==> config.mk <==
export PLATFORM = sky130hd
export DESIGN_NAME = tpfs_top
export DESIGN_NICKNAME = d
export VERILOG_FILES = /design/src/inc/tpfs_pkg.sv /design/src/rtl/tpfs_mem.sv /design/src/rtl/tpfs_div.sv /design/src/rtl/tpfs_top.sv
export VERILOG_INCLUDE_DIRS = /design/src /design/src/inc
export SDC_FILE = /design/constraint.sdc
export NUM_CORES = 1
export LEC_CHECK = 0
export BUFFER_PORTS_ARGS = -buffer_cell sky130_fd_sc_hd__buf_2
export CAP_MARGIN = 20
export CORE_UTILIZATION = 45
export CTS_BUF_LIST = sky130_fd_sc_hd__clkbuf_16
export CTS_CLUSTER_DIAMETER = 50
export DETAILED_ROUTE_END_ITERATION = 6
export PLACE_DENSITY = 0.75
export RECOVER_POWER = 50
export SYNTH_ARGS = -nofsm -noshare
export SYNTH_HDL_FRONTEND = slang
export SYNTH_SLANG_ARGS = --single-unit
==> constraint.sdc <==
create_clock -name SYS_CLK_I -period 3.09 [get_ports SYS_CLK_I]
set_clock_uncertainty 0.05 [all_clocks]
set_input_delay 0 -clock SYS_CLK_I [delete_from_list [all_inputs] [get_ports SYS_CLK_I]]
set_output_delay 0 -clock SYS_CLK_I [all_outputs]
set_load 0.03 [all_outputs]
==> src/inc/tpfs_map.svh <==
`ifndef TPFS_MAP_SVH
`define TPFS_MAP_SVH
`define TPFS_CTRL_OFS  12'h000
`define TPFS_STAT_OFS  12'h004
`define TPFS_CTRL_RST  32'h0000_0001
`define TPFS_CTRL_MSK  32'h0000_3FFF
`define TPFS_C_DRST    0
`define TPFS_C_BOND    1
`define TPFS_C_X8      2
`define TPFS_C_MAST    3
`define TPFS_C_DIV     4
`define TPFS_C_BS      6
`define TPFS_C_DBL     7
`define TPFS_C_W10     8
`define TPFS_C_ENC     9
`define TPFS_C_BYP     10
`define TPFS_C_PRO     11
`define TPFS_C_FCLK    13
`define TPFS_S_STKY    0
`define TPFS_DEP_LO    4'h4
`define TPFS_DEP_HI    4'h8
`define TPFS_DEP_REG   4'h2
`define TPFS_PRE_LO    4'h2
`define TPFS_PRE_HI    4'h4
`define TPFS_PRE_REG   4'h1
`define TPFS_DIV1      2'h0
`define TPFS_DIV2      2'h1
`define TPFS_DIV4      2'h2
`endif

==> src/inc/tpfs_pkg.sv <==
package tpfs_pkg;
  typedef enum logic [1:0] {
    TPFS_FM_LOW  = 2'b00,
    TPFS_FM_HIGH = 2'b01,
    TPFS_FM_REG  = 2'b10
  } tpfs_fmode_t;
  typedef enum logic [1:0] {
    TPFS_PR_BASIC  = 2'b00,
    TPFS_PR_PCIE   = 2'b01,
    TPFS_PR_DETLAT = 2'b10,
    TPFS_PR_OTHER  = 2'b11
  } tpfs_proto_t;
endpackage : tpfs_pkg

==> src/rtl/tpfs_mem.sv <==
`timescale 1ns/1ps
module tpfs_mem (
  input  wire logic        clk_i,    // system clock
  input  wire logic        arst_n_i, // async reset, low
  input  wire logic        we_i,     // write strobe
  input  wire logic [2:0]  waddr_i,  // write slot
  input  wire logic [39:0] wdata_i,  // write word
  input  wire logic        re_i,     // read strobe
  input  wire logic [2:0]  raddr_i,  // read slot
  output logic      [39:0] rdata_o   // registered read word
);
  logic [39:0] mem_q [8];
  logic [39:0] rdata_d;

  always_comb begin
    rdata_d = re_i ? mem_q[raddr_i] : rdata_o;
  end

  always_ff @(posedge clk_i) begin
    if (we_i) begin
      mem_q[waddr_i] <= wdata_i;
    end
  end

  always_ff @(posedge clk_i or negedge arst_n_i) begin
    if (!arst_n_i) begin
      rdata_o <= 40'h00_0000_0000;
    end else begin
      rdata_o <= rdata_d;
    end
  end
endmodule : tpfs_mem

==> src/rtl/tpfs_div.sv <==
`timescale 1ns/1ps
`include "tpfs_map.svh"
module tpfs_div
  import tpfs_pkg::*;
(
  input  wire logic       clk_i,    // system clock
  input  wire logic       arst_n_i, // async reset, low
  input  wire logic [1:0] ratio_i,  // 0 /1, 1 /2, 2 /4
  output logic            en_o      // one-cycle rate pulse
);
  logic [1:0] cnt_q;
  logic [1:0] cnt_d;
  logic [1:0] lim;
  logic       en_d;

  always_comb begin
    // the unused fourth code also divides by four
    if (ratio_i >= `TPFS_DIV4) begin
      lim = 2'h3;
    end else if (ratio_i == `TPFS_DIV2) begin
      lim = 2'h1;
    end else begin
      lim = 2'h0;
    end
    cnt_d = (cnt_q == 2'h0 || cnt_q > lim) ? lim : cnt_q - 2'h1;
    en_d  = (cnt_q == 2'h0);
  end

  always_ff @(posedge clk_i or negedge arst_n_i) begin
    if (!arst_n_i) begin
      cnt_q <= 2'h0;
      en_o  <= 1'b0;
    end else begin
      cnt_q <= cnt_d;
      en_o  <= en_d;
    end
  end
endmodule : tpfs_div

==> src/rtl/tpfs_top.sv <==
// Functional notes
// - local divider gives PLL rate /1 /2 /4
// - PLL feeds bonded or local divider
// - bonded core clock halves with byte serializer
// - x8 uses master block's shared divider only
// - single width 8/10, fabric doubles with serializer
// - double width 16/20, serializer per variant
// - double width only basic or deterministic latency
// - low latency FIFO four deep, 2-3 cycles
// - high latency PCIe FIFO eight deep, 4-5
// - error flag on overflow or underflow
// - write clock fabric clock else read clock
// - read clock local or bonded core clock
// - FIFO output routes serializer, encoder or serializer
// - byte serializer halves width, doubles rate
// - low half sent first
// - serializer output to encoder if 16-bit
// - digital reset clears FIFO and serializer
//
// Our own choices: the APB slave port and the placing of the registers.
`timescale 1ns/1ps
`include "tpfs_map.svh"
module tpfs_top
  import tpfs_pkg::*;
#(
  parameter logic ALLOW_BS_DW = 1'b0 // variant allowing serializer in double width
) (
  input  wire logic        SYS_CLK_I,    // 100 MHz clock, the PLL rate
  input  wire logic        ARST_N_I,     // async reset, low
  input  wire logic        PSEL_I,       // apb select
  input  wire logic        PENABLE_I,    // apb enable
  input  wire logic        PWRITE_I,     // apb direction
  input  wire logic [11:0] PADDR_I,      // apb byte address
  input  wire logic [31:0] PWDATA_I,     // apb write data
  output logic      [31:0] PRDATA_O,     // apb read data
  output logic             PREADY_O,     // apb ready
  output logic             PSLVERR_O,    // apb error, unmapped
  input  wire logic [39:0] FAB_DATA_I,   // fabric word
  input  wire logic        FAB_CLK_EN_I, // fabric core clock enable
  input  wire logic        BOND_EN_I,    // shared divider enable from master
  output logic             BOND_EN_O,    // shared enable to x8 slaves
  output logic             CORE_EN_O,    // core clock enable to fabric
  output logic             PAR_EN_O,     // parallel clock enable
  output logic      [19:0] OUT_DATA_O,   // word to encoder or serializer
  output logic             OUT_VALID_O,  // word valid pulse
  output logic             OUT_TO_ENC_O, // 1 encoder, 0 serializer
  output logic             FIFO_ERR_O    // overflow or underflow pulse
);

  logic [31:0] ctrl_q, ctrl_d, prdata_d;
  logic        stky_q, stky_d, pready_d, pslverr_d;
  logic        lcl_en, bnd_en, par_en, core_en;
  logic        drst, bonded, x8, master, bs_eff, dw_eff, wide, fclk;
  logic [1:0]  ldiv, iw;
  tpfs_proto_t proto;
  tpfs_fmode_t fmode;
  logic [3:0]  dep, pre;
  logic [2:0]  msk;
  logic [2:0]  wp_q, wp_d, rp_q, rp_d;
  logic [3:0]  cnt_q, cnt_d, pad_q, pad_d;
  logic        wr, rd, wr_ok, rd_ok, ovf, udf;
  logic [39:0] rdata;
  logic        phase_q, phase_d, rvld_q, rvld_d, hvld_q, hvld_d;
  logic [19:0] hi_q, hi_d, lo_c, hi_c, out_d;
  logic        ovld_d, rte_d;

  function automatic logic [19:0] tpfs_cut(input logic [39:0] d, input logic [1:0] w, input logic hi);
    logic [19:0] r;
    case (w)
      2'h0: r = hi ? {12'h000, d[15:8]} : {12'h000, d[7:0]};
      2'h1: r = hi ? {10'h000, d[19:10]} : {10'h000, d[9:0]};
      2'h2: r = hi ? {4'h0, d[31:16]} : {4'h0, d[15:0]};
      default: r = hi ? d[39:20] : d[19:0];
    endcase
    return r;
  endfunction : tpfs_cut

  assign drst   = ctrl_q[`TPFS_C_DRST];
  assign bonded = ctrl_q[`TPFS_C_BOND];
  assign x8     = ctrl_q[`TPFS_C_X8];
  assign master = ctrl_q[`TPFS_C_MAST];
  assign ldiv   = ctrl_q[`TPFS_C_DIV +: 2];
  assign wide   = ctrl_q[`TPFS_C_W10];
  assign fclk   = ctrl_q[`TPFS_C_FCLK];
  assign proto  = tpfs_proto_t'(ctrl_q[`TPFS_C_PRO +: 2]);

  // divider settings above the three legal ratios behave as /4
  tpfs_div u_lcl_div (
    .clk_i    (SYS_CLK_I),
    .arst_n_i (ARST_N_I),
    .ratio_i  (ldiv),
    .en_o     (lcl_en)
  );

  tpfs_div u_bnd_div (
    .clk_i    (SYS_CLK_I),
    .arst_n_i (ARST_N_I),
    .ratio_i  (ldiv),
    .en_o     (bnd_en)
  );

  tpfs_mem u_mem (
    .clk_i    (SYS_CLK_I),
    .arst_n_i (ARST_N_I),
    .we_i     (wr_ok),
    .waddr_i  (wp_q),
    .wdata_i  (FAB_DATA_I),
    .re_i     (rd_ok),
    .raddr_i  (rp_q),
    .rdata_o  (rdata)
  );

  always_comb begin
    // x8 slaves ignore their own divider to keep lane skew low
    if (!bonded) begin
      par_en = lcl_en;
    end else if (x8 && !master) begin
      par_en = BOND_EN_I;
    end else begin
      par_en = bnd_en;
    end
    dw_eff = ctrl_q[`TPFS_C_DBL] && (proto == TPFS_PR_BASIC || proto == TPFS_PR_DETLAT);
    bs_eff = ctrl_q[`TPFS_C_BS] && (!dw_eff || ALLOW_BS_DW);
    iw     = {dw_eff, wide};
    core_en = par_en && (!bs_eff || !phase_q);
    case (proto)
      TPFS_PR_PCIE: fmode = TPFS_FM_HIGH;
      TPFS_PR_DETLAT: fmode = TPFS_FM_REG;
      default: fmode = TPFS_FM_LOW;
    endcase
    case (fmode)
      TPFS_FM_HIGH: begin
        dep = `TPFS_DEP_HI;
        pre = `TPFS_PRE_HI;
      end
      TPFS_FM_REG: begin
        dep = `TPFS_DEP_REG;
        pre = `TPFS_PRE_REG;
      end
      default: begin
        dep = `TPFS_DEP_LO;
        pre = `TPFS_PRE_LO;
      end
    endcase
    msk = dep[2:0] - 3'h1;
  end

  // fifo pointers; preloaded slots read out as invalid
  always_comb begin
    wr    = !drst && (fclk ? FAB_CLK_EN_I : core_en);
    rd    = !drst && core_en;
    rd_ok = rd && (cnt_q != 4'h0);
    wr_ok = wr && (cnt_q < dep || rd_ok);
    ovf   = wr && !wr_ok;
    udf   = rd && !rd_ok;
    wp_d  = wr_ok ? ((wp_q + 3'h1) & msk) : wp_q;
    rp_d  = rd_ok ? ((rp_q + 3'h1) & msk) : rp_q;
    cnt_d = cnt_q + {3'h0, wr_ok} - {3'h0, rd_ok};
    pad_d = (rd_ok && pad_q != 4'h0) ? pad_q - 4'h1 : pad_q;
    if (drst) begin
      wp_d  = pre[2:0];
      rp_d  = 3'h0;
      cnt_d = pre;
      pad_d = pre;
    end
  end

  always_ff @(posedge SYS_CLK_I or negedge ARST_N_I) begin
    if (!ARST_N_I) begin
      wp_q  <= 3'h0;
      rp_q  <= 3'h0;
      cnt_q <= 4'h0;
      pad_q <= 4'h0;
    end else begin
      wp_q  <= wp_d;
      rp_q  <= rp_d;
      cnt_q <= cnt_d;
      pad_q <= pad_d;
    end
  end

  // byte serializer and output routing
  always_comb begin
    lo_c    = tpfs_cut(rdata, iw, 1'b0);
    hi_c    = tpfs_cut(rdata, iw, 1'b1);
    phase_d = phase_q;
    rvld_d  = rvld_q;
    hvld_d  = hvld_q;
    hi_d    = hi_q;
    out_d   = OUT_DATA_O;
    ovld_d  = 1'b0;
    if (core_en) begin
      rvld_d = rd_ok && pad_q == 4'h0;
    end
    if (par_en && bs_eff) begin
      phase_d = !phase_q;
      if (phase_q) begin
        out_d  = rvld_q ? lo_c : 20'h00000;
        ovld_d = rvld_q;
        hi_d   = hi_c;
        hvld_d = rvld_q;
      end else begin
        out_d  = hvld_q ? hi_q : 20'h00000;
        ovld_d = hvld_q;
        hvld_d = 1'b0;
      end
    end else if (par_en) begin
      out_d  = rvld_q ? lo_c : 20'h00000;
      ovld_d = rvld_q;
    end
    if (bs_eff) begin
      rte_d = ctrl_q[`TPFS_C_ENC] && !wide && !dw_eff;
    end else begin
      rte_d = ctrl_q[`TPFS_C_ENC] && !wide && !ctrl_q[`TPFS_C_BYP];
    end
    if (drst || !bs_eff) begin
      phase_d = 1'b0;
      hvld_d  = 1'b0;
    end
    if (drst) begin
      rvld_d = 1'b0;
      out_d  = 20'h00000;
      ovld_d = 1'b0;
      hi_d   = 20'h00000;
    end
  end

  always_ff @(posedge SYS_CLK_I or negedge ARST_N_I) begin
    if (!ARST_N_I) begin
      phase_q      <= 1'b0;
      rvld_q       <= 1'b0;
      hvld_q       <= 1'b0;
      hi_q         <= 20'h00000;
      OUT_DATA_O   <= 20'h00000;
      OUT_VALID_O  <= 1'b0;
      OUT_TO_ENC_O <= 1'b0;
      FIFO_ERR_O   <= 1'b0;
      CORE_EN_O    <= 1'b0;
      BOND_EN_O    <= 1'b0;
      PAR_EN_O     <= 1'b0;
    end else begin
      phase_q      <= phase_d;
      rvld_q       <= rvld_d;
      hvld_q       <= hvld_d;
      hi_q         <= hi_d;
      OUT_DATA_O   <= out_d;
      OUT_VALID_O  <= ovld_d;
      OUT_TO_ENC_O <= rte_d;
      FIFO_ERR_O   <= ovf || udf;
      CORE_EN_O    <= core_en;
      BOND_EN_O    <= bnd_en;
      PAR_EN_O     <= par_en;
    end
  end

  // apb slave: one wait state so read data leaves a flop
  always_comb begin
    ctrl_d    = ctrl_q;
    stky_d    = stky_q || ovf || udf;
    pready_d  = PSEL_I && PENABLE_I && !PREADY_O;
    prdata_d  = PRDATA_O;
    pslverr_d = 1'b0;
    if (pready_d) begin
      if (PADDR_I == `TPFS_CTRL_OFS) begin
        prdata_d = ctrl_q;
      end else if (PADDR_I == `TPFS_STAT_OFS) begin
        prdata_d = {20'h00000, drst, OUT_TO_ENC_O, dw_eff, bs_eff, fmode, cnt_q, FIFO_ERR_O, stky_q};
      end else begin
        prdata_d  = 32'h0000_0000;
        pslverr_d = 1'b1;
      end
    end
    if (PSEL_I && PENABLE_I && PREADY_O && PWRITE_I) begin
      if (PADDR_I == `TPFS_CTRL_OFS) begin
        ctrl_d = PWDATA_I & `TPFS_CTRL_MSK;
      end else if (PADDR_I == `TPFS_STAT_OFS) begin
        // a new error in the clearing cycle keeps the flag
        stky_d = (stky_q && !PWDATA_I[`TPFS_S_STKY]) || ovf || udf;
      end
    end
  end

  always_ff @(posedge SYS_CLK_I or negedge ARST_N_I) begin
    if (!ARST_N_I) begin
      ctrl_q    <= `TPFS_CTRL_RST;
      stky_q    <= 1'b0;
      PRDATA_O  <= 32'h0000_0000;
      PREADY_O  <= 1'b0;
      PSLVERR_O <= 1'b0;
    end else begin
      ctrl_q    <= ctrl_d;
      stky_q    <= stky_d;
      PRDATA_O  <= prdata_d;
      PREADY_O  <= pready_d;
      PSLVERR_O <= pslverr_d;
    end
  end
endmodule : tpfs_top

==> run_results.csv <==
group,metric,value,unit
power,switching_share,0.314,
clock_tree,path_clk_slew,0.06,ns
routing,wire_per_inst,19.3,µm
clock_tree,cts_buffer_depth,3,
global_route,grt_pass1_wl,47900,µm
setup_path,timing_worst_setup_path_type,"flop to flop",
power,ir_worst_vdd,0.492,mV
global_route,grt_max_degree,64,
global_route,antenna_found_initial,1,
global_route,overflow,0,
setup_path,cp.required,3.25,ns
synthesis,yosysSeqAreaShare,0.692,
setup_path,critPathMaxFanout,30,
placed_design,place_congestion,0.830,
synthesis,yosysTopAreaCellShare,0.477,
routing,drt_wl_total,30300,µm
status,status,"finished, violations left",
global_route,grt_pass1_vias,8564,
global_route,met1_usage,0.254,
power,switchingPower,4970,µW
flow_run,maxCapViolCount,1,
synthesis,ys_warn_count,0,
clock_tree,clock_sinks,370,
setup_path,arrival,2.95,ns
power,combPwrFrac,0.281,
floorplanning,fp.dieW,185,µm
routing,drt-initial-drc-count,684,
sta,hold_viol_final,0,
sta,grt_setup_unrepaired,"false",
synthesis,syn_inst,930,
sta,relSlewSlack,-0.104,
global_route,grt-busiest-layer,"met2",
global_route,gr-usage-met3,0.0289,
finish,drive_above_1_share,0.180,
finish,multi_input_area,4250,µm²
synthesis,async_flop_share,0.351,
floorplanning,row_count,66,
power,p_clk_frac,0.274,
finish,final_cell_mix,"240 x edfxtp_1, 126 x dfrtp_1, 83 x nand2_1",
routing,first_pass_iters,5,
clock_tree,post_cts_resize_count,0,
floorplanning,start_util,0.461,
synthesis,ys_ff_latch,370,
floorplanning,fp.dieH,185,µm
clock_tree,clk_latency,0.54,ns
floorplanning,io_pins,151,
floorplanning,core-area,32800,µm²
synthesis,synth_area,15100,µm²
power,leakagePower,0.00659,µW
finish,area_growth,18.2,%
routing,post-route-drc-count,0,
synthesis,avgSynthCellArea,16.3,µm²
finish,seqCellArea,10500,µm²
routing,final_antenna_net_count,0,
placed_design,place_inst,1446,
status,violations,"max-capacitance violations, max-slew violations",
setup_path,crit_path_end_kind,"flop",
power,p_int,10800,µW
placed_design,port_buffers,104,
finish,fill_cells,2619,
sta,maxSlewViolCount,28,
routing,via_count,8423,
clock_tree,cts_buffers,40,
finish,final_core_util,0.545,
sta,final.setup.tns,0,ns
sta,fmax,0.358,GHz
sta,fin_crit_sh,0.903,
min_path,hold_path_class,"primary input to flop",
finish,final_cells,1570,
synthesis,synth_ff_type,"edfxtp_1",
sta,setup_viol,0,
routing,routed_via_density,5.36,
placed_design,dp_hpwl,18800,µm
finish,final_common_cell,"edfxtp_1",
synthesis,synth_edf_count,240,
floorplanning,die-area,34300,µm²
synthesis,synth.distinct_cells,69,
setup_path,worst_setup_path_start_kind,"flop",
power,p_per_area,883,nW/µm²
global_route,grt_usage,0.184,
synthesis,yosysTopAreaCell,"edfxtp_1",
clock_tree,htreeDepth,2,
sta,period_needed,2.79,ns
finish,layout.nets,1213,
global_route,use_met2,0.302,
sta,tightest_slew,1.66,ns
clock_tree,cts_root_buffer,"clkbuf_16",
power,seqPwrFrac,0.445,
synthesis,synth.area.top_cells,"edfxtp_1 48%, dfrtp_1 21%, mux4_2 10%, mux2i_1 2.3%, o21ai_0 2.2%",
clock_tree,post_cts_buffers,0,
clock_tree,cts_tree,"yes",
## power groups by stage
stage	Combinational, µW	Clock [µW]	Sequential, µW
after floorplan	3030	0	7070
after global placement	4360	0	7040
after detailed placement	4450	0	7100
after CTS	4550	4420	7010
after global routing	4900	4610	7130
final	4440	4330	7020
## routing by layer
metal / vias up / routed length (µm)
li1: 3874 / -
met1: 4253 / 13700
met2: 247 / 14600
met3: 49 / 1400
met4: 0 / 575
met5: - / 0
## logic make-up (layout without fill, tap and decap cells)
family / count (synthesis) / count (layout) / synth area share
buffers and inverters: 99 / 279 / 0.0318
multiplexers: 119 / 119 / 0.136
XOR/XNOR: 4 / 4 / 0.00232
flip-flops: 370 / 370 / 0.692
other: 1 / 19 / 0.000248
AO/OA/AOI/OAI: 156 / 156 / 0.0685
adder cells (fa/ha/maj): 21 / 21 / 0.0179
AND/OR/NAND/NOR: 160 / 160 / 0.0512
## registers in the layout (all words and copies together) (netlist names), 2 cells and up
signal and cells:
rp_q 3, hi_q 20, u_bnd_div.cnt_q 2, u_mem.rdata_o 30, u_lcl_div.cnt_q 2, cnt_q 4, ctrl_q 14, wp_q 3
OUT_DATA_O 20, pad_q 4, PRDATA_O 14, u_mem.mem_q 240
## stage by stage
| step | cell area (µm²) | setup WS, ns | power, µW | hold slack, ns |
|---|---|---|---|---|
| after floorplan | 15200 | 0.137 | 10100 | -0.346 |
| after global placement | 16200 | 0.386 | 11400 | 0.00481 |
| after detailed placement | 16200 | 0.320 | 11600 | 0.00968 |
| after CTS | 18000 | 0.305 | 16000 | 0.000636 |
| after global routing | 17900 | 0.102 | 16600 | 0.0516 |
| final | 17900 | 0.300 | 15800 | 0.0285 |
## worst max-delay path: stages (launching register included)
cell and delay, ns:
dfrtp_1 0.42, inv_1 0.12, ha_1 0.20, o21ai_1 0.10
buf_4 0.21, a31oi_1 0.36, nand2_2 0.16, a211oi_4 0.33
and3_1 0.26, buf_12 0.23
## cell usage after synthesis, types with 11 or more instances
cell and instances:
edfxtp_1 240, dfrtp_1 129, nand2_1 84, mux4_2 68, o21ai_0 66, mux2i_1 35, clkbuf_1 29, inv_1 27
a22oi_1 21, nor2_1 21, buf_2 20, buf_4 20, ha_1 20, a21oi_1 18, and2_1 11
## layout make-up
cell class,instances,share of cell area
clock inverter,28,0.0113
timing repair buffer,183,0.0727
multi-input combinational,478,0.238
inverter,28,0.00602
sequential,370,0.585
clock buffer,40,0.0560
tap,442,0.0309
antenna,1,0.000140
## timing repair
action | 4_1_cts | 5_1_grt
endpoints found under the setup margin | 0 | 0
endpoints found under the hold margin | 371 | 0
hold buffers | 54 | 0
## final timing paths
path | startpoint | endpoint | slack (ns) | depth (start not counted)
max | ctrl_q[11] | u_mem.mem_q[6][0] | 0.30 | 9
min | PADDR_I[8] | PRDATA_O[13] | 0.03 | 6
max reg2reg | ctrl_q[11] | u_mem.mem_q[6][0] | 0.30 | 9
min reg2reg | u_bnd_div.en_o | BOND_EN_O | 0.36 | 0
max in group asynchronous | ARST_N_I | u_mem.rdata_o[6] | 0.43 | 4
min in group asynchronous | ARST_N_I | u_bnd_div.cnt_q[1] | 0.93 | 3
(Power assumes the default switching activity.)
